`config.mk`:
```
export PLATFORM = sky130hd
export DESIGN_NAME = scg_count_source_gen
export DESIGN_NICKNAME = d
export VERILOG_FILES = /design/src/verilog/scg_pkg.sv /design/src/verilog/scg_count_source_gen.sv /design/src/verilog/scg_down_counter.sv
export VERILOG_INCLUDE_DIRS = /design/src /design/src/verilog
export SDC_FILE = /design/constraint.sdc
export NUM_CORES = 1
export LEC_CHECK = 0
export ABC_AREA = 1
export BUFFER_PORTS_ARGS = -buffer_cell sky130_fd_sc_hd__buf_2
export CORE_MARGIN = 2
export CORE_UTILIZATION = 50
export DETAILED_ROUTE_END_ITERATION = 8
export PLACE_DENSITY = 0.8
export SETUP_SLACK_MARGIN = 0.3
export SYNTH_ARGS = -nofsm -noshare
export SYNTH_HDL_FRONTEND = slang
export SYNTH_SLANG_ARGS = --single-unit
```
`constraint.sdc`:
```
create_clock -name clk -period 2.7 [get_ports clk]
set_input_delay 0.27 -clock clk [delete_from_list [all_inputs] [get_ports clk]]
set_output_delay 0.27 -clock clk [all_outputs]
set_load 0.02 [all_outputs]
```
`src/verilog/scg_defines.svh`:
```
`ifndef SCG_DEFINES_SVH
`define SCG_DEFINES_SVH

// ****************************************************************
// Register indices (byte address is four times the index)
// ****************************************************************
`define SCG_IDX_PRESCALE 8'h2D
`define SCG_IDX_DIVIDE 8'h2E
`define SCG_IDX_MODE 8'h2F

// ****************************************************************
// Reset values and counter figures
// ****************************************************************
`define SCG_CNT_RST 8'hFF
`define SCG_MODE_RST 8'h00
`define SCG_CNT_ZERO 8'h00
`define SCG_CNT_ONE 8'h01
`define SCG_RD_ZERO 8'h00

// ****************************************************************
// Mode register fields
// ****************************************************************
`define SCG_BIT_WR_CTRL_A 0
`define SCG_BIT_STOP_CTRL_A 1
`define SCG_BIT_WR_CTRL_B 2
`define SCG_BIT_GEN_OE 3
`define SCG_MODE_MASK 8'h0F

// ****************************************************************
// AHB-Lite encodings
// ****************************************************************
`define SCG_HTRANS_NONSEQ 2'h2
`define SCG_HSIZE_WORD 3'h2
`define SCG_HRESP_OKAY 1'h0
`define SCG_HRDATA_PAD 24'h000000
`define SCG_HADDR_PAD 22'h000000

`endif

```
`src/verilog/scg_pkg.sv`:
```
`include "scg_defines.svh"

package scg_pkg;

    // ****************************************************************
    // Shared types
    // ****************************************************************
    typedef logic [7:0] scg_byte_t;

    // Register selected by the address phase
    typedef enum logic [1:0] {
        SEL_NONE = 2'b00,
        SEL_PRESCALE = 2'b01,
        SEL_DIVIDE = 2'b10,
        SEL_MODE = 2'b11
    } scg_sel_t;

    // Bus slave data-phase state
    typedef enum logic [1:0] {
        BUS_IDLE = 2'b00,
        BUS_WRITE = 2'b01,
        BUS_RDWAIT = 2'b10,
        BUS_RDDONE = 2'b11
    } scg_bus_t;

    // State of one down counter
    typedef struct packed {
        scg_byte_t count;
        scg_byte_t latch;
    } scg_ctr_state_t;

    // State of the generator top
    typedef struct packed {
        scg_byte_t mode;
        scg_bus_t busState;
        scg_sel_t busSel;
        scg_byte_t rdData;
        logic genPulse;
    } scg_top_state_t;

endpackage
```
`src/verilog/scg_count_source_gen.sv`:
```
`timescale 1ns/10ps
`include "scg_defines.svh"

// Overview of operation
// - Two 8-bit down counters, each with reload latch
// - Count pulse at zero underflows and reloads
// - Value n divides count source by n+1
// - Second counter counts clocks not eaten by first
// - Output rate is clk*A/(A+1)/(B+1)
// - First write: latch always; count unless deferred
// - Second write: latch always; count unless deferred
// - Stop bit halts first, bypasses clock to second
// - Output enable low stops both and output
// - Counters may be written at any time
// - Generated clock routed to timer, serial, UARTs
// - Reset: counters, latches all ones, mode zero

module scg_count_source_gen (
    input wire logic clk, // System clock, 200 MHz
    input wire logic rst_n, // Asynchronous reset, active low
    input wire logic hsel, // AHB-Lite slave select
    input wire logic [31:0] haddr, // AHB-Lite address
    input wire logic [1:0] htrans, // AHB-Lite transfer type
    input wire logic hwrite, // AHB-Lite write flag
    input wire logic [2:0] hsize, // AHB-Lite transfer size
    input wire logic [31:0] hwdata, // AHB-Lite write data
    input wire logic hready, // AHB-Lite bus ready
    output logic hreadyout, // Slave ready
    output logic hresp, // Slave response, always OKAY
    output logic [31:0] hrdata, // Read data
    output logic generatedCountClock, // One-cycle count enable
    output logic timerXCountEn, // Count enable offered to Timer X
    output logic serialIoCountEn, // Count enable offered to serial I/O
    output logic uart0CountEn, // Count enable offered to UART 0
    output logic uart1CountEn // Count enable offered to UART 1
);
    import scg_pkg::*;

    // ****************************************************************
    // Helper functions
    // ****************************************************************

    // Byte address of a register index
    function automatic logic [31:0] byteAddr(input scg_byte_t idx);
        byteAddr = {`SCG_HADDR_PAD, idx, 2'b00};
    endfunction

    // Address decode; anything else, or a non-word size, is unmapped
    function automatic scg_sel_t decodeSel(input logic [31:0] addr,
                                           input logic [2:0] size);
        decodeSel = SEL_NONE;
        if (size == `SCG_HSIZE_WORD) begin
            if (addr == byteAddr(`SCG_IDX_PRESCALE)) begin
                decodeSel = SEL_PRESCALE;
            end else if (addr == byteAddr(`SCG_IDX_DIVIDE)) begin
                decodeSel = SEL_DIVIDE;
            end else if (addr == byteAddr(`SCG_IDX_MODE)) begin
                decodeSel = SEL_MODE;
            end
        end
    endfunction

    // Read multiplexer; unmapped addresses read as zero
    function automatic scg_byte_t readMux(input scg_sel_t sel,
                                          input scg_byte_t cntA,
                                          input scg_byte_t cntB,
                                          input scg_byte_t modeVal);
        case (sel)
            SEL_PRESCALE: readMux = cntA;
            SEL_DIVIDE: readMux = cntB;
            SEL_MODE: readMux = modeVal;
            default: readMux = `SCG_RD_ZERO;
        endcase
    endfunction

    // ****************************************************************
    // State and internal signals
    // ****************************************************************
    scg_top_state_t s_q;
    scg_top_state_t s_d;

    logic addrValid;
    scg_sel_t addrSel;
    logic wrPrescale;
    logic wrDivide;
    logic wrMode;
    logic genEnable;
    logic stopA;
    logic wrCtrlA;
    logic wrCtrlB;
    logic countA;
    logic countB;
    logic underflowA;
    logic underflowB;
    scg_byte_t cntA;
    scg_byte_t cntB;
    scg_byte_t latchA;
    scg_byte_t latchB;

    // ****************************************************************
    // Mode bits
    // ****************************************************************
    assign wrCtrlA = s_q.mode[`SCG_BIT_WR_CTRL_A];
    assign stopA = s_q.mode[`SCG_BIT_STOP_CTRL_A];
    assign wrCtrlB = s_q.mode[`SCG_BIT_WR_CTRL_B];
    assign genEnable = s_q.mode[`SCG_BIT_GEN_OE];

    // ****************************************************************
    // Bus slave
    // ****************************************************************

    // Address phase is taken only while the bus is ready
    assign addrValid = hsel && hready && (htrans == `SCG_HTRANS_NONSEQ);
    assign addrSel = decodeSel(haddr, hsize);

    // Write strobes fire in the data phase, when hwdata stands
    assign wrPrescale = (s_q.busState == BUS_WRITE) && (s_q.busSel == SEL_PRESCALE);
    assign wrDivide = (s_q.busState == BUS_WRITE) && (s_q.busSel == SEL_DIVIDE);
    assign wrMode = (s_q.busState == BUS_WRITE) && (s_q.busSel == SEL_MODE);

    // One wait state on reads so a read after a write sees its effect
    assign hreadyout = (s_q.busState != BUS_RDWAIT);
    assign hresp = `SCG_HRESP_OKAY;
    assign hrdata = {`SCG_HRDATA_PAD, s_q.rdData};

    // ****************************************************************
    // Counter chain
    // ****************************************************************

    // First counter runs on every clock unless stopped or disabled
    assign countA = genEnable && !stopA;

    // Second counter sees the clocks on which the first did not underflow,
    // or every clock while the first is bypassed
    assign countB = genEnable && (stopA || !underflowA);

    scg_down_counter u_prescale (
        .clk(clk),
        .rst_n(rst_n),
        .countPulse(countA),
        .writeStrobe(wrPrescale),
        .writeData(hwdata[7:0]),
        .writeDeferred(wrCtrlA),
        .count(cntA),
        .latch(latchA),
        .underflow(underflowA)
    );

    scg_down_counter u_divide (
        .clk(clk),
        .rst_n(rst_n),
        .countPulse(countB),
        .writeStrobe(wrDivide),
        .writeData(hwdata[7:0]),
        .writeDeferred(wrCtrlB),
        .count(cntB),
        .latch(latchB),
        .underflow(underflowB)
    );

    // ****************************************************************
    // Next state: bus sequencing, mode register, output pulse
    // ****************************************************************
    always_comb begin
        s_d = s_q;
        // Mode write; reserved bits stay zero
        if (wrMode) begin
            s_d.mode = hwdata[7:0] & `SCG_MODE_MASK;
        end
        // Output pulse per second-counter underflow, a flop not a clock net
        s_d.genPulse = genEnable && underflowB;
        case (s_q.busState)
            BUS_RDWAIT: begin
                // Sample after any preceding write has settled
                s_d.rdData = readMux(s_q.busSel, cntA, cntB, s_q.mode);
                s_d.busState = BUS_RDDONE;
            end
            BUS_IDLE, BUS_WRITE, BUS_RDDONE: begin
                if (addrValid) begin
                    s_d.busSel = addrSel;
                    s_d.busState = hwrite ? BUS_WRITE : BUS_RDWAIT;
                end else begin
                    s_d.busState = BUS_IDLE;
                end
            end
            default: begin
                s_d.busState = BUS_IDLE;
            end
        endcase
    end

    // Register stage
    always_ff @(posedge clk or negedge rst_n) begin
        if (!rst_n) begin
            s_q.mode <= `SCG_MODE_RST;
            s_q.busState <= BUS_IDLE;
            s_q.busSel <= SEL_NONE;
            s_q.rdData <= `SCG_RD_ZERO;
            s_q.genPulse <= 1'b0;
        end else begin
            s_q <= s_d;
        end
    end

    // ****************************************************************
    // Count-source routing
    // ****************************************************************

    // Every consumer gets the same registered pulse; each picks its source
    assign generatedCountClock = s_q.genPulse;
    assign timerXCountEn = s_q.genPulse;
    assign serialIoCountEn = s_q.genPulse;
    assign uart0CountEn = s_q.genPulse;
    assign uart1CountEn = s_q.genPulse;
endmodule

```
`src/verilog/scg_down_counter.sv`:
```
`timescale 1ns/10ps
`include "scg_defines.svh"

module scg_down_counter (
    input wire logic clk, // System clock
    input wire logic rst_n, // Asynchronous reset, active low
    input wire logic countPulse, // Count this cycle
    input wire logic writeStrobe, // Software write, one cycle
    input wire scg_pkg::scg_byte_t writeData, // Written value
    input wire logic writeDeferred, // 1: load count at next underflow only
    output scg_pkg::scg_byte_t count, // Current count
    output scg_pkg::scg_byte_t latch, // Reload latch
    output logic underflow // Count pulse seen at zero
);
    import scg_pkg::*;

    scg_ctr_state_t s_q;
    scg_ctr_state_t s_d;

    // Underflow is a same-cycle strobe so the next stage can gate on it
    assign underflow = countPulse && (s_q.count == `SCG_CNT_ZERO);
    assign count = s_q.count;
    assign latch = s_q.latch;

    // Next state: the write always lands in the latch, the count follows
    always_comb begin
        s_d = s_q;
        if (writeStrobe) begin
            s_d.latch = writeData;
        end
        if (underflow) begin
            // Reload, never wrap; a deferred write of this cycle is taken
            s_d.count = s_d.latch;
        end else if (countPulse) begin
            s_d.count = s_q.count - `SCG_CNT_ONE;
        end
        if (writeStrobe && !writeDeferred) begin
            s_d.count = writeData;
        end
    end

    // Register stage
    always_ff @(posedge clk or negedge rst_n) begin
        if (!rst_n) begin
            s_q.count <= `SCG_CNT_RST;
            s_q.latch <= `SCG_CNT_RST;
        end else begin
            s_q <= s_d;
        end
    end

endmodule

```
# == Word level (Yosys, flattened, before mapping) ==
# Cells that the tools add are included.
# classes
add_sub_neg,2
n_eq_ne,12
n_mux,16
n_reduce_logical,24
# ops
op,n
32-bit by 8-bit equality test with 1-bit output (second input constant),3
8-bit two-way mux,8
8-bit case mux with 3 select lines,1
8-bit zero test,2
8-bit by 1-bit subtractor with 8-bit output (second input constant),2
1-bit logical AND,12
2-bit two-way mux,6
2-bit equality test (second input constant),5
3-bit nonzero test,2
2-bit by 1-bit equality test with 1-bit output (second input constant),2
1-bit zero test,4
2-bit case mux with 2 select lines,1
3-bit by 2-bit equality test with 1-bit output (second input constant),1
3-bit OR reduction,1
2-bit zero test,1
2-bit != test (second input constant),1
2-bit AND reduction,1
1-bit logical OR,1
# totals
ff_bits,49
inputBits,74
output_inout_bits,39
word_cells,63

# == Longest topological paths before layout ==
# Gate-level depths: netlist of run 1.
# logic_depth
word_depth,9
ltp_mapped,10
mapped_depth_nobuf,10

# == Hierarchy ==
# Synthesis of run 1 repeated with hierarchy kept, for this count alone.
# hier_totals
cells_unflattened,482
hier_area_um2,3427.0
# modules_own_cells
module,n_inst,cells_per_inst,area_per_inst_um2
scg_count_source_gen,1,185,1287.5
scg_down_counter (u_divide),1,152,1082.3
scg_down_counter (u_prescale),1,145,1057.3

# == Worst setup path before layout of run 1 ==
# Ideal clock, no wire load.
# synth_timing
kind,reg-to-reg
startpoint,register u_prescale.count[0] (netlist name)
endpoint,register u_divide.count[0] (netlist name)
setup_time_ps,60
arrival_ps,1445
t_required_ps,2640
path_slack_ps,1195
path_stages_with_launch,10
cell_sequence,dfstp_2 > inv_1 > ha_1 > nand3_1 > nor2_1 > nand2_2 > nand2_2 > nor2_4 > nand3_1 > nand2_1
# synth_via
elab_chain_cells,8
# synth_rtl
element,line,text
8-bit zero test (no source line) *,--,
1-bit logical AND *,scg_down_counter.sv:21,assign underflow = countPulse && (s_q.count == `SCG_CNT_ZERO);
1-bit zero test *,scg_count_source_gen.sv:135,assign countB = genEnable && (stopA || !underflowA);
1-bit logical OR *,scg_count_source_gen.sv:135,
1-bit logical AND *,scg_count_source_gen.sv:135,
1-bit logical AND,scg_down_counter.sv:21,
8-bit two-way mux,scg_down_counter.sv:31,if (underflow) begin
8-bit two-way mux,scg_down_counter.sv:37,if (writeStrobe && !writeDeferred) begin
# Mark *: on every way between the ends. The rest lies on a longest branch, timed or not.
# A chain may end at the register's enable or synchronous reset.

# == Final worst setup path of run 1 ==
# layout_timing
startpoint,register u_prescale.count[0] (netlist name)
endpoint,register u_divide.count[0] (netlist name)
# layout_via
elab_chain_cells,8
# layout_rtl
element,line
8-bit zero test (no source line) *,--
1-bit logical AND *,scg_down_counter.sv:21
1-bit zero test *,scg_count_source_gen.sv:135
1-bit logical OR *,scg_count_source_gen.sv:135
1-bit logical AND *,scg_count_source_gen.sv:135
1-bit logical AND,scg_down_counter.sv:21
8-bit two-way mux,scg_down_counter.sv:31
8-bit two-way mux,scg_down_counter.sv:37
# Marks and branches as above.

==> key figures, run 1 <==
Setup path
  • Maximum fanout along the worst path: 17
  • Worst setup startpoint: u_prescale.count[0]$_DFFE_PN1P_
  • Crit path DAT: ~2.3 ns
  • Worst Setup Path Type: flop to flop
  • CP startpoint kind: flop
  • Critical R2R Launch: u_prescale.count[0]$_DFFE_PN1P_
  • Critical path endpoint category: flop
  • CP required: a little under 3 ns

Clocking
  • CTS tree: done
  • Longest Clk Path Bufs: 2
  • CTS sink cnt: 49
  • Root Driver: clkbuf_8
  • Clock Latency Late Sink: 0.32 ns
  • Total CTS buffers: 5
  • Reg clk slew, reported paths: 0.09 ns
  • Cts hold-fix bufs: 0
  • # H-tree levels: 2
  • Setup bufs post-CTS: 0

STA
  • RSZ-0062 raised after global routing: no
  • Period minus WS final: slightly above 2 ns
  • Fin Setup TNS: 0 ns
  • Worst-Margin Slew: 0.8261 ns
  • Achievable Freq: between 400 and 500 MHz
  • Relative slew slack: 0.4493
  • Final worst setup slack: 0.6882 ns
  • Final Hold Viols: 0
  • Period utilization: 0.7451
  • Fin. max-slew vios: 0
  • Clock Skews: 0.01148 ns
  • # setup viols final: 0

Finish
  • Most frequent cells in the layout: nand2_1, inv_1, buf_2
  • Fill count: 614
  • Synthesis-to-finish area growth: 9.625%
  • Inserted Diodes: 0
  • Commonest non-fill, non-tap cell in the layout: nand2_1
  • Share of layout cells above drive strength 1: 0.2476
  • Nets: 598

Synthesis
  • Seq/Total Area, Yosys: 0.3835
  • Cells after synthesis: between 400 and 500
  • Yosys cell types: 34
  • Yosys reg bits: 49
  • Post-Synthesis Cell Area: 3302 um^2
  • Syn avg cell area: 7.086 um^2
  • Syn. warnings: 0

Floorplan
  • Die Width: 85.27 um
  • Die ar.: 7270 um^2
  • Cell row count: 29
  • Core Area: 6386 um^2
  • Initial Util: 0.5170
  • Die height: about 85 um
  • Boundary Pins: 113

Placed design
  • Detailed Place HPWL: 5.630 mm
  • Port Buf Inserts: 63
  • Final GP Congestion: roughly 1
  • Dpl ws: 0.7583 ns

Global route
  • Vias in the first global route: around 2700
  • Met1 Use GR: 0.2896
  • Busiest grt layer: met2
  • Global Route Usage Sum: 0.2118
  • Initial antenna violation count: 0
  • Global route overflow: 0
  • M2 GR Usage: 0.3501
  • First-pass GRT wire length: 12.41 mm
  • Largest net degree at the start of global routing: 39
  • Met3 Use GR: 0.03307

Routing
  • Routed Antenna Nets: 0
  • Drt wl/cell: 12.42 um
  • Iter 0 DRT Violations: 278
  • Via count: 2953
  • Post-DR vias/cell: about 4.9
  • 1st-pass router iterations: 5
  • DRC viols: 0
  • Final WL: 7.427 mm

Pwr
  • Pwr per Cell Area: ~440 nW/um^2
  • Reported leakage power: 2.040 nW
  • VDD IR-drop max: 330.6 uV

Status
  • Status: finished clean

Worst hold path
  • Hold crit path type: input pin to asynchronous set/reset pin

Job
  • Max cap viols: 0
## what timing repair did
| item | in CTS | in global routing |
|---|---|---|
| resized for setup | 0 | 1 |
| endpoints found under the setup margin | 0 | 1 |
| endpoints found under the hold margin | 0 | 0 |
## final timing paths
check | endpoint | slack (ns) | cells past startpoint
worst max-delay path | u_divide.count[0]$_DFFE_PN1P_ | 0.69 | 9
worst min-delay path | s_q[15]$_DFFE_PN0P_ | 0.04 | 1
worst max register to register | u_divide.count[0]$_DFFE_PN1P_ | 0.69 | 9
worst min register to register | hrdata[2]$_DFFE_PN0N_ | 0.48 | 2
max in group asynchronous | u_prescale.count[5]$_DFFE_PN1P_ | 1.92 | 2
min in group clk | s_q[12]$_DFF_PN0_ | 0.15 | 2
## worst max-delay path, stage by stage (launching register included)
cell     delay, ns
dfstp_2       0.55
inv_1         0.09
ha_1          0.21
nand3_1       0.08
nor2_1        0.05
nand2_2       0.29
nand2_2       0.24
nor2_4        0.25
nand3_1       0.12
nand2_1       0.07
## metrics by stage
stage	hold WS (ns)	utilization	cells	power [W]	area (um^2)
after floorplan	-0.02559	-	490	0.001052	3392
after global placement	0.4210	0.5496	590	0.001087	3510
after detailed placement	0.4219	0.5496	590	0.001095	3510
after CTS	0.08193	0.5664	598	0.001618	3617
after global routing	0.1224	0.5668	598	0.001677	3620
final	0.03894	0.5668	598	0.001609	3620
## flip-flops by register name, summed over array words and instances, names as in the netlist
signal	cells
s_q	7
genEnable	1
u_divide.latch	8
u_prescale.latch	8
generatedCountClock	1
u_divide.count	8
hrdata	8
u_prescale.count	8
## Yosys cell counts
library cell	number	area [um^2]
nand2_4	2	22.52
clkinv_1	1	3.750
ha_1	4	50.05
inv_4	1	6.260
dfrtp_1	17	425.4
o22ai_1	3	18.77
nor2_2	2	12.51
nand2_1	155	581.8
a31oi_1	4	25.02
nor2_1	37	138.9
nand3_2	3	30.03
nor2_8	1	20.02
nand2_2	2	12.51
a21oi_1	2	10.01
o21a_1	1	7.510
o21bai_1	2	15.01
o21ai_2	5	43.79
inv_1	66	247.7
nand4_1	10	62.56
dfstp_2	32	840.8
nor2_4	4	45.04
conb_1	1	3.750
buf_4	37	277.8
xnor2_1	3	26.28
nand3_1	40	200.2
mux2_2	1	11.26
buf_2	1	5.000
clkbuf_1	2	7.510
o21ai_0	14	70.07
inv_2	4	15.01
nor3_1	4	20.02
nand3b_1	1	7.510
xor2_1	3	26.28
buf_6	1	11.26
## area by class of cell
cell class                 instances  area (um^2)  area share
tap                               77        96.34     0.02662
sequential                        49         1266      0.3498
multi-input combinational        328         1554      0.4293
inverter                          72        272.8     0.07535
clock buffer                       6        72.57     0.02005
timing repair buffer              64        322.8     0.08918
clock inverter                     2        35.03    0.009679
## logic make-up after synthesis
logic type,after synthesis,synth area share
mux,1,0.003410
compound gates,31,0.05760
other cells,1,0.001136
fa+ha+maj,4,0.01516
buf+inv,113,0.1739
flops,49,0.3835
simple gates,261,0.3494
xor+xnor,6,0.01592
## routing by layer
metal	wire, um	part of all wire
met1	3310	0.45
met2	3621	0.49
met5	0	0
met4	57	0.0077
met3	437	0.059
## where the power goes
group / leakage (nW) / internal [W] / switching [W]
sequential: 0.544 / 0.000777 / 0.0000231
clock: 0.0552 / 0.000275 / 0.000253
combinational: 1.44 / 0.0000865 / 0.000194
total: 2.04 / 0.00114 / 0.000470
No activity file was read; power rests on OpenSTA's default activity.
==> run 2: changes to the inputs <==
Settings changed: ABC_AREA 1 to 0, PLACE_DENSITY 0.8 to 0.81.
Clock period 2.7 ns to 2.1 ns, I/O delays scaled along.
==> key figures, run 2 <==
Routing
  • 1st-pass router iterations: 5 (unchanged)
  • Post-DR vias/cell: 5.534 (+12%)
  • Routed Antenna Nets: 0 (unchanged)
  • Drt wl/cell: 16.73 um (+35%)
  • Final WL: 7.577 mm (+2.0%)
  • Iter 0 DRT Violations: 173 (-38%)
  • Via count: 2507 (-15%)
  • DRC viols: 0 (unchanged)

Floorplan
  • Boundary Pins: 113 (unchanged)
  • Die ar.: 6668 um^2 (-8.3%)
  • Die Width: 81.66 um (-4.2%)
  • Cell row count: 28 (-3.4%)
  • Initial Util: 0.5123 (-0.004716)
  • Core Area: 5886 um^2 (-7.8%)
  • Die height: 81.66 um (-4.2%)

Placed design
  • Port Buf Inserts: 63 (unchanged)
  • Placement Cell Area: 3336 um^2 (-5.0%)
  • Dpl ws: 0.01973 ns (-0.7386 ns)
  • Detailed Place HPWL: 5.167 mm (-8.2%)
  • Final GP Congestion: 0.8674 (-11%)

Finish
  • Synthesis-to-finish area growth: 20.08%
  • Inserted Diodes: 0 (unchanged)
  • Commonest non-fill, non-tap cell in the layout: buf_2
  • Nets: 455 (-24%)
  • Design Area, Final: 3621 um^2 (about the same)
  • Most frequent cells in the layout: buf_2, nand2_1, dfstp_2
  • Share of layout cells above drive strength 1: 0.4630 (+0.2154)
  • Fin util: 0.6152 (+0.04841)

STA
  • Final worst setup slack: 0.02466 ns (-0.6636 ns)
  • Worst hold slack: -0.0004408 ns (-0.03938 ns)
  • Final Hold Viols: 1 (+1)
  • Achievable Freq: 481.8 MHz (-3.1%)
  • RSZ-0062 raised after global routing: yes
  • Period utilization: 0.9883 (+0.2432)
  • Fin. max-slew vios: 0 (unchanged)
  • Clock Skews: 0.01007 ns (-0.001408 ns)
  • # setup viols final: 0 (unchanged)
  • Period minus WS final: 2.075 ns (+0.06357 ns)
  • Relative slew slack: 0.5845 (+0.1352)
  • Worst-Margin Slew: 0.6232 ns (-0.2028 ns)

Setup path
  • R2r worst-path depth: 7 (-2)
  • Slowest stage delay, CP: 0.56 ns (about the same)
  • Critical path endpoint category: flop
  • Worst Setup Path Type: flop to flop
  • Reg2reg setup slack: 0.02 ns (-0.66 ns)
  • Crit Reg-Reg Endpoint: u_divide.count[6]$_DFFE_PN1P_
  • CP startpoint kind: flop
  • Critical R2R Launch: u_prescale.count[1]$_DFFE_PN1P_
  • Critical Path, Cell by Cell: inv_2 -> ha_4 -> nor3b_4 -> a31o_4 -> nor2_4 -> mux2_4 -> a221o_1
  • CP required: 2.33 ns (-0.64 ns)
  • Crit path DAT: 2.31 ns (+0.03 ns)
  • Slowest library cell on the worst path: dfstp_2
  • Maximum fanout along the worst path: 6 (-11)

Clocking
  • Root Driver: clkbuf_8
  • Cts hold-fix bufs: 0 (unchanged)
  • Longest Clk Path Bufs: 2 (unchanged)
  • Total CTS buffers: 5 (unchanged)
  • Reg clk slew, reported paths: 0.09 ns (about the same)
  • CTS sink cnt: 49 (unchanged)
  • Clock Latency Late Sink: 0.31 ns (about the same)
  • # H-tree levels: 2 (unchanged)
  • CTS tree: done

Global route
  • Vias in the first global route: 2317 (-13%)
  • Largest net degree at the start of global routing: 50 (+28%)
  • First-pass GRT wire length: 11.12 mm (-10%)
  • Global Route Usage Sum: 0.2177 (+0.005867)
  • Global route overflow: 0 (unchanged)
  • Initial antenna violation count: 0 (unchanged)

Synthesis
  • Synth top cells by count: buf_4, nand2_1, dfstp_2
  • Synth area leader: dfstp_2
  • Number of synthesized flops with an enable pin: 0 (unchanged)
  • Top_reg_cell synth: dfstp_2
  • Yosys reg bits: 49 (unchanged)
  • Yosys cell types: 49 (+44%)
  • Seq/Total Area, Yosys: 0.4199 (+0.03644)
  • Post-Synthesis Cell Area: 3015 um^2 (-8.7%)
  • Fraction of registers with async set/reset: 1.000 (unchanged)
  • Most common cell in the synthesized netlist: buf_4
  • Area contributors post-synth: dfstp_2, dfrtp_1, buf_4, mux2_2, nand2_1
  • Syn. warnings: 0 (unchanged)
  • Post-synth top area share: 0.2788 (+0.02420)
  • Syn avg cell area: 10.02 um^2 (+41%)
  • Cells after synthesis: 301 (-35%)

Pwr
  • Sw frac: 0.3710 (+0.07898)
  • Seq pwr share: 0.434 (-0.064)
  • Pwr per Cell Area: 956.5 nW/um^2 (+120%)
  • VDD IR-drop max: 397.9 uV (+20%)
  • Clk pwr share: 0.159 (-0.169)
  • Combinational Power Share: 0.408 (+0.234)
  • Internal Power: 0.002179 W (+91%)
  • Reported leakage power: 1.694 nW (-17%)
  • Switching power: 0.001285 W (+170%)

Worst hold path
  • Hold crit path type: input pin to asynchronous set/reset pin

Status
  • Failing checks: hold timing
  • Status: complete, but fails checks

Job
  • Max cap viols: 0 (unchanged)
==> run 2: worst max-delay path by stage <==
stage | start | to | slack, ns
2_1_floorplan | u_prescale.count[0]$_DFFE_PN1P_ | u_divide.count[2]$_DFFE_PN1P_ | 0.14
3_3_place_gp | u_prescale.count[0]$_DFFE_PN1P_ | u_divide.count[4]$_DFFE_PN1P_ | 0.04
3_5_place_dp | u_prescale.count[0]$_DFFE_PN1P_ | u_divide.count[6]$_DFFE_PN1P_ | 0.02
4_1_cts | u_prescale.count[1]$_DFFE_PN1P_ | u_divide.count[6]$_DFFE_PN1P_ | 0.03
5_1_grt | u_prescale.count[1]$_DFFE_PN1P_ | u_divide.count[2]$_DFFE_PN1P_ | -0.02
6_report | u_prescale.count[1]$_DFFE_PN1P_ | u_divide.count[6]$_DFFE_PN1P_ | 0.02
==> run 2: area by class of cell <==
type	count	area, um^2
Sequential cell	49	1266
Inverter	7	26.28
Clock inverter	2	10.01
Multi-Input combinational cell	220	1564
Timing Repair Buffer	94	588.1
Clock buffer	6	72.57
Fill cell	489	2265
Tap cell	75	93.84
==> run 2: critical path, delay by kind of cell (launching register included) <==
kind            cells  cell delay, ns
mux                 1            0.32
buf+inv             1            0.06
fa+ha+maj           1            0.15
flops               1            0.56
simple gates        2            0.38
compound gates      2            0.54
==> run 2: logic make-up (layout without fill, tap and decap cells) <==
| kind of cell | after synthesis | after routing | share of synthesized area |
|---|---|---|---|
| and+or+nand+nor | 102 | 102 | 0.1788 |
| buffers and inverters | 56 | 109 | 0.1228 |
| AOI/OAI and AO/OA | 51 | 51 | 0.1257 |
| DFF | 49 | 49 | 0.4199 |
| muxes | 27 | 27 | 0.1029 |
| xor gates and xnor gates | 11 | 11 | 0.03195 |
| adders and majority gates | 4 | 4 | 0.01660 |
| other | 1 | 25 | 0.001244 |
==> run 2: timing repair <==
action | in CTS | in global routing
setup endpoints to repair | 13 | 15
setup buffers | 7 | 10
pin swaps | 1 | 12
gates resized for setup | 3 | 18
gates cloned | 0 | 0
==> run 2: power by group through the flow <==
| stage | clock (W) | combinational (W) | sequential [W] |
|---|---|---|---|
| after global placement | 0 | 0.00118 | 0.00148 |
| final | 0.000550 | 0.00141 | 0.00150 |
| after detailed placement | 0 | 0.00124 | 0.00149 |
| after floorplan | 0 | 0.00101 | 0.00141 |
| after CTS | 0.000560 | 0.00130 | 0.00148 |
| after global routing | 0.000610 | 0.00154 | 0.00152 |
==> run 2: stage by stage <==
| stage | std cells | power [W] | TNS (ns) |
|---|---|---|---|
| 2_1_floorplan | 325 | 0.002422 | 0 |
| 3_3_place_gp | 428 | 0.002665 | 0 |
| 3_5_place_dp | 428 | 0.002727 | 0 |
| 4_1_cts | 443 | 0.003332 | 0 |
| 5_1_grt | 453 | 0.003673 | -0.07819 |
| 6_report | 453 | 0.003464 | 0 |
==> run 2: per-layer routing <==
metal	vias up	track usage	share of wire
met5	-	0	0
met4	0	0.07167	0.019
li1	1157	-	-
met3	16	0.03077	0.052
met2	101	0.3680	0.52
met1	1233	0.2875	0.41
==> run 3: changes to the inputs <==
Settings changed: CTS_BUF_LIST set to sky130_fd_sc_hd__clkbuf_4 sky130_fd_sc_hd__clkbuf_8.
Clock period 2.1 ns to 2.3 ns, I/O delays scaled along.
==> key figures, run 3 (synthesis gave the netlist of run 2 again) <==
Clocking
  • CTS sink cnt: 49 (unchanged)
  • Longest Clk Path Bufs: 2 (unchanged)
  • Total CTS buffers: 5 (unchanged)
  • Clock Latency Late Sink: 0.31 ns (about the same)
  • Reg clk slew, reported paths: 0.09 ns (about the same)
  • Cts hold-fix bufs: 0 (unchanged)
  • # H-tree levels: 2 (unchanged)
  • CTS tree: done
  • Root Driver: clkbuf_8

Finish
  • Share of layout cells above drive strength 1: 0.4353 (-0.02770)
  • Layout Cells excl Fill: 438 (-3.3%)
  • Most frequent cells in the layout: buf_2, nand2_1, dfstp_2
  • Synthesis-to-finish area growth: 15.44%
  • Inserted Diodes: 0 (unchanged)
  • Commonest non-fill, non-tap cell in the layout: buf_2
  • Nets: 440 (-3.3%)

Pwr
  • Reported leakage power: 1.613 nW (-4.8%)
  • Pwr per Cell Area: 940.8 nW/um^2 (-1.6%)
  • VDD IR-drop max: 417.5 uV (+4.9%)
  • Design Power: 0.003275 W (-5.5%)

Setup path
  • CP required: 2.53 ns (+0.20 ns)
  • Critical Path, Cell by Cell: inv_2 -> ha_4 -> nor3b_4 -> a31o_4 -> nor2_4 -> mux2_4 -> a221o_1
  • Crit path DAT: 2.31 ns (about the same)
  • Worst Setup Path Type: flop to flop
  • Slowest stage delay, CP: 0.56 ns (about the same)
  • Slowest library cell on the worst path: dfstp_2
  • CP startpoint kind: flop
  • Maximum fanout along the worst path: 6 (unchanged)
  • Critical path endpoint category: flop

Worst hold path
  • Hold crit path type: input pin to asynchronous set/reset pin

Floorplan
  • Initial Util: 0.5123 (unchanged)
  • Cell row count: 28 (unchanged)
  • Die ar.: 6668 um^2 (unchanged)
  • Die height: 81.66 um (unchanged)
  • Die Width: 81.66 um (unchanged)
  • Core Area: 5886 um^2 (unchanged)
  • Boundary Pins: 113 (unchanged)

STA
  • # setup viols final: 0 (unchanged)
  • Relative slew slack: 0.4832 (-0.1013)
  • Worst hold slack: -0.001262 ns (-0.0008215 ns)
  • Fin Setup TNS: 0 ns (unchanged)
  • Worst-Margin Slew: 0.7752 ns (+0.1520 ns)
  • Fin. max-slew vios: 0 (unchanged)
  • Final worst setup slack: 0.2139 ns (+0.1892 ns)
  • Period minus WS final: 2.086 ns (+0.01080 ns)
  • Achievable Freq: 479.4 MHz (-0.52%)
  • RSZ-0062 raised after global routing: yes
  • Final Hold Viols: 2 (+1)
  • Clock Skews: 0.01126 ns (+0.001193 ns)
  • Period utilization: 0.9070 (-0.08124)

Placed design
  • Port Buf Inserts: 63 (unchanged)
  • Dpl ws: 0.1355 ns (+0.1158 ns)
  • Detailed Place HPWL: 4.988 mm (-3.5%)
  • DP Cell Count: 423 (-1.2%)
  • Final GP Congestion: 0.8284 (-4.5%)

Routing
  • DRC viols: 0 (unchanged)
  • Via count: 2361 (-5.8%)
  • Iter 0 DRT Violations: 120 (-31%)
  • Drt wl/cell: 15.59 um (-6.8%)
  • Routed Antenna Nets: 0 (unchanged)
  • 1st-pass router iterations: 4 (-1)
  • Post-DR vias/cell: 5.390 (-2.6%)
  • Final WL: 6.827 mm (-9.9%)

Job
  • Max cap viols: 0 (unchanged)

Global route
  • Initial antenna violation count: 0 (unchanged)
  • First-pass GRT wire length: 10.78 mm (-3.0%)
  • Global route overflow: 0 (unchanged)
  • Vias in the first global route: 2286 (-1.3%)
  • Largest net degree at the start of global routing: 37 (-26%)
  • Global Route Usage Sum: 0.2116 (-0.006096)

Status
  • Status: complete, but fails checks
  • Failing checks: hold timing
## run 3: changes by cell type in the layout (fill, tap and decap cells not counted), moves of 2 or more
cell / before / now
o21ai_1: 2 / 0
bufinv_16: 0 / 2
buf_6: 4 / 0
buf_4: 25 / 16
o21ai_0: 11 / 13
buf_12: 2 / 0
dfrtp_2: 0 / 2
dfrtp_1: 17 / 15
## run 3: worst max-delay path: cells and delay by family (launching register included)
kind,cells,cell delay [ns]
AO/OA/AOI/OAI,2,0.53
adder cells (fa/ha/maj),1,0.15
buffers and inverters,1,0.06
flip-flops,1,0.56
multiplexers,1,0.33
AND/OR/NAND/NOR,2,0.38
## run 3: metal layers
layer,vias up,global-route usage,share of wire
met5,-,0,0
met4,0,0.08000,0.015
met3,12,0.05275,0.060
li1,1128,-,-
met1,1137,0.2702,0.41
met2,84,0.3467,0.52
## run 3: area by class of cell
class | count | area, um^2
clock buffer | 5 | 68.82
clock inverter | 3 | 65.06
timing repair buffer | 79 | 435.4
multi-input combinational | 220 | 1523
tap | 75 | 93.84
inverter | 7 | 26.28
fill | 489 | 2405
sequential | 49 | 1269
## run 3: stage by stage
stage,utilization,area (um^2),hold WS (ns)
after detailed placement,0.5510,3243,0.3528
after CTS,0.5874,3457,0.02344
final,0.5914,3481,-0.001262
after global placement,0.5510,3243,0.3416
after global routing,0.5914,3481,0.05505
after floorplan,-,3110,-0.06559
## run 3: power breakdown
group | total, W | internal [W] | switching, W
Sequential | 0.00136 | 0.00110 | 0.000253
Clock | 0.000724 | 0.000432 | 0.000292
Combinational | 0.00119 | 0.000620 | 0.000573
Total | 0.00327 | 0.00216 | 0.00112
## run 3: timing repair
action / CTS / global route
pin swaps: 7 / 4
resized for setup: 11 / 5
buffers inserted: 5 / 2
setup endpoints to repair: 8 / 11
## run 3: worst paths after layout
check,slack [ns],startpoint,end,depth (start not counted)
worst min-delay path,-0.001,rst_n,generatedCountClock$_DFF_PN0_,1
worst max-delay path,0.21,u_prescale.count[0]$_DFFE_PN1P_,u_divide.count[5]$_DFFE_PN1P_,7
worst min register to register,0.48,hrdata[1]$_DFFE_PN0N_,hrdata[1]$_DFFE_PN0N_,2
min in group clk,0.13,haddr[3],s_q[10]$_DFFE_PN0P_,2
max in group asynchronous,1.56,rst_n,u_divide.latch[5]$_DFF_PN1_,2
worst max register to register,0.21,u_prescale.count[0]$_DFFE_PN1P_,u_divide.count[5]$_DFFE_PN1P_,7
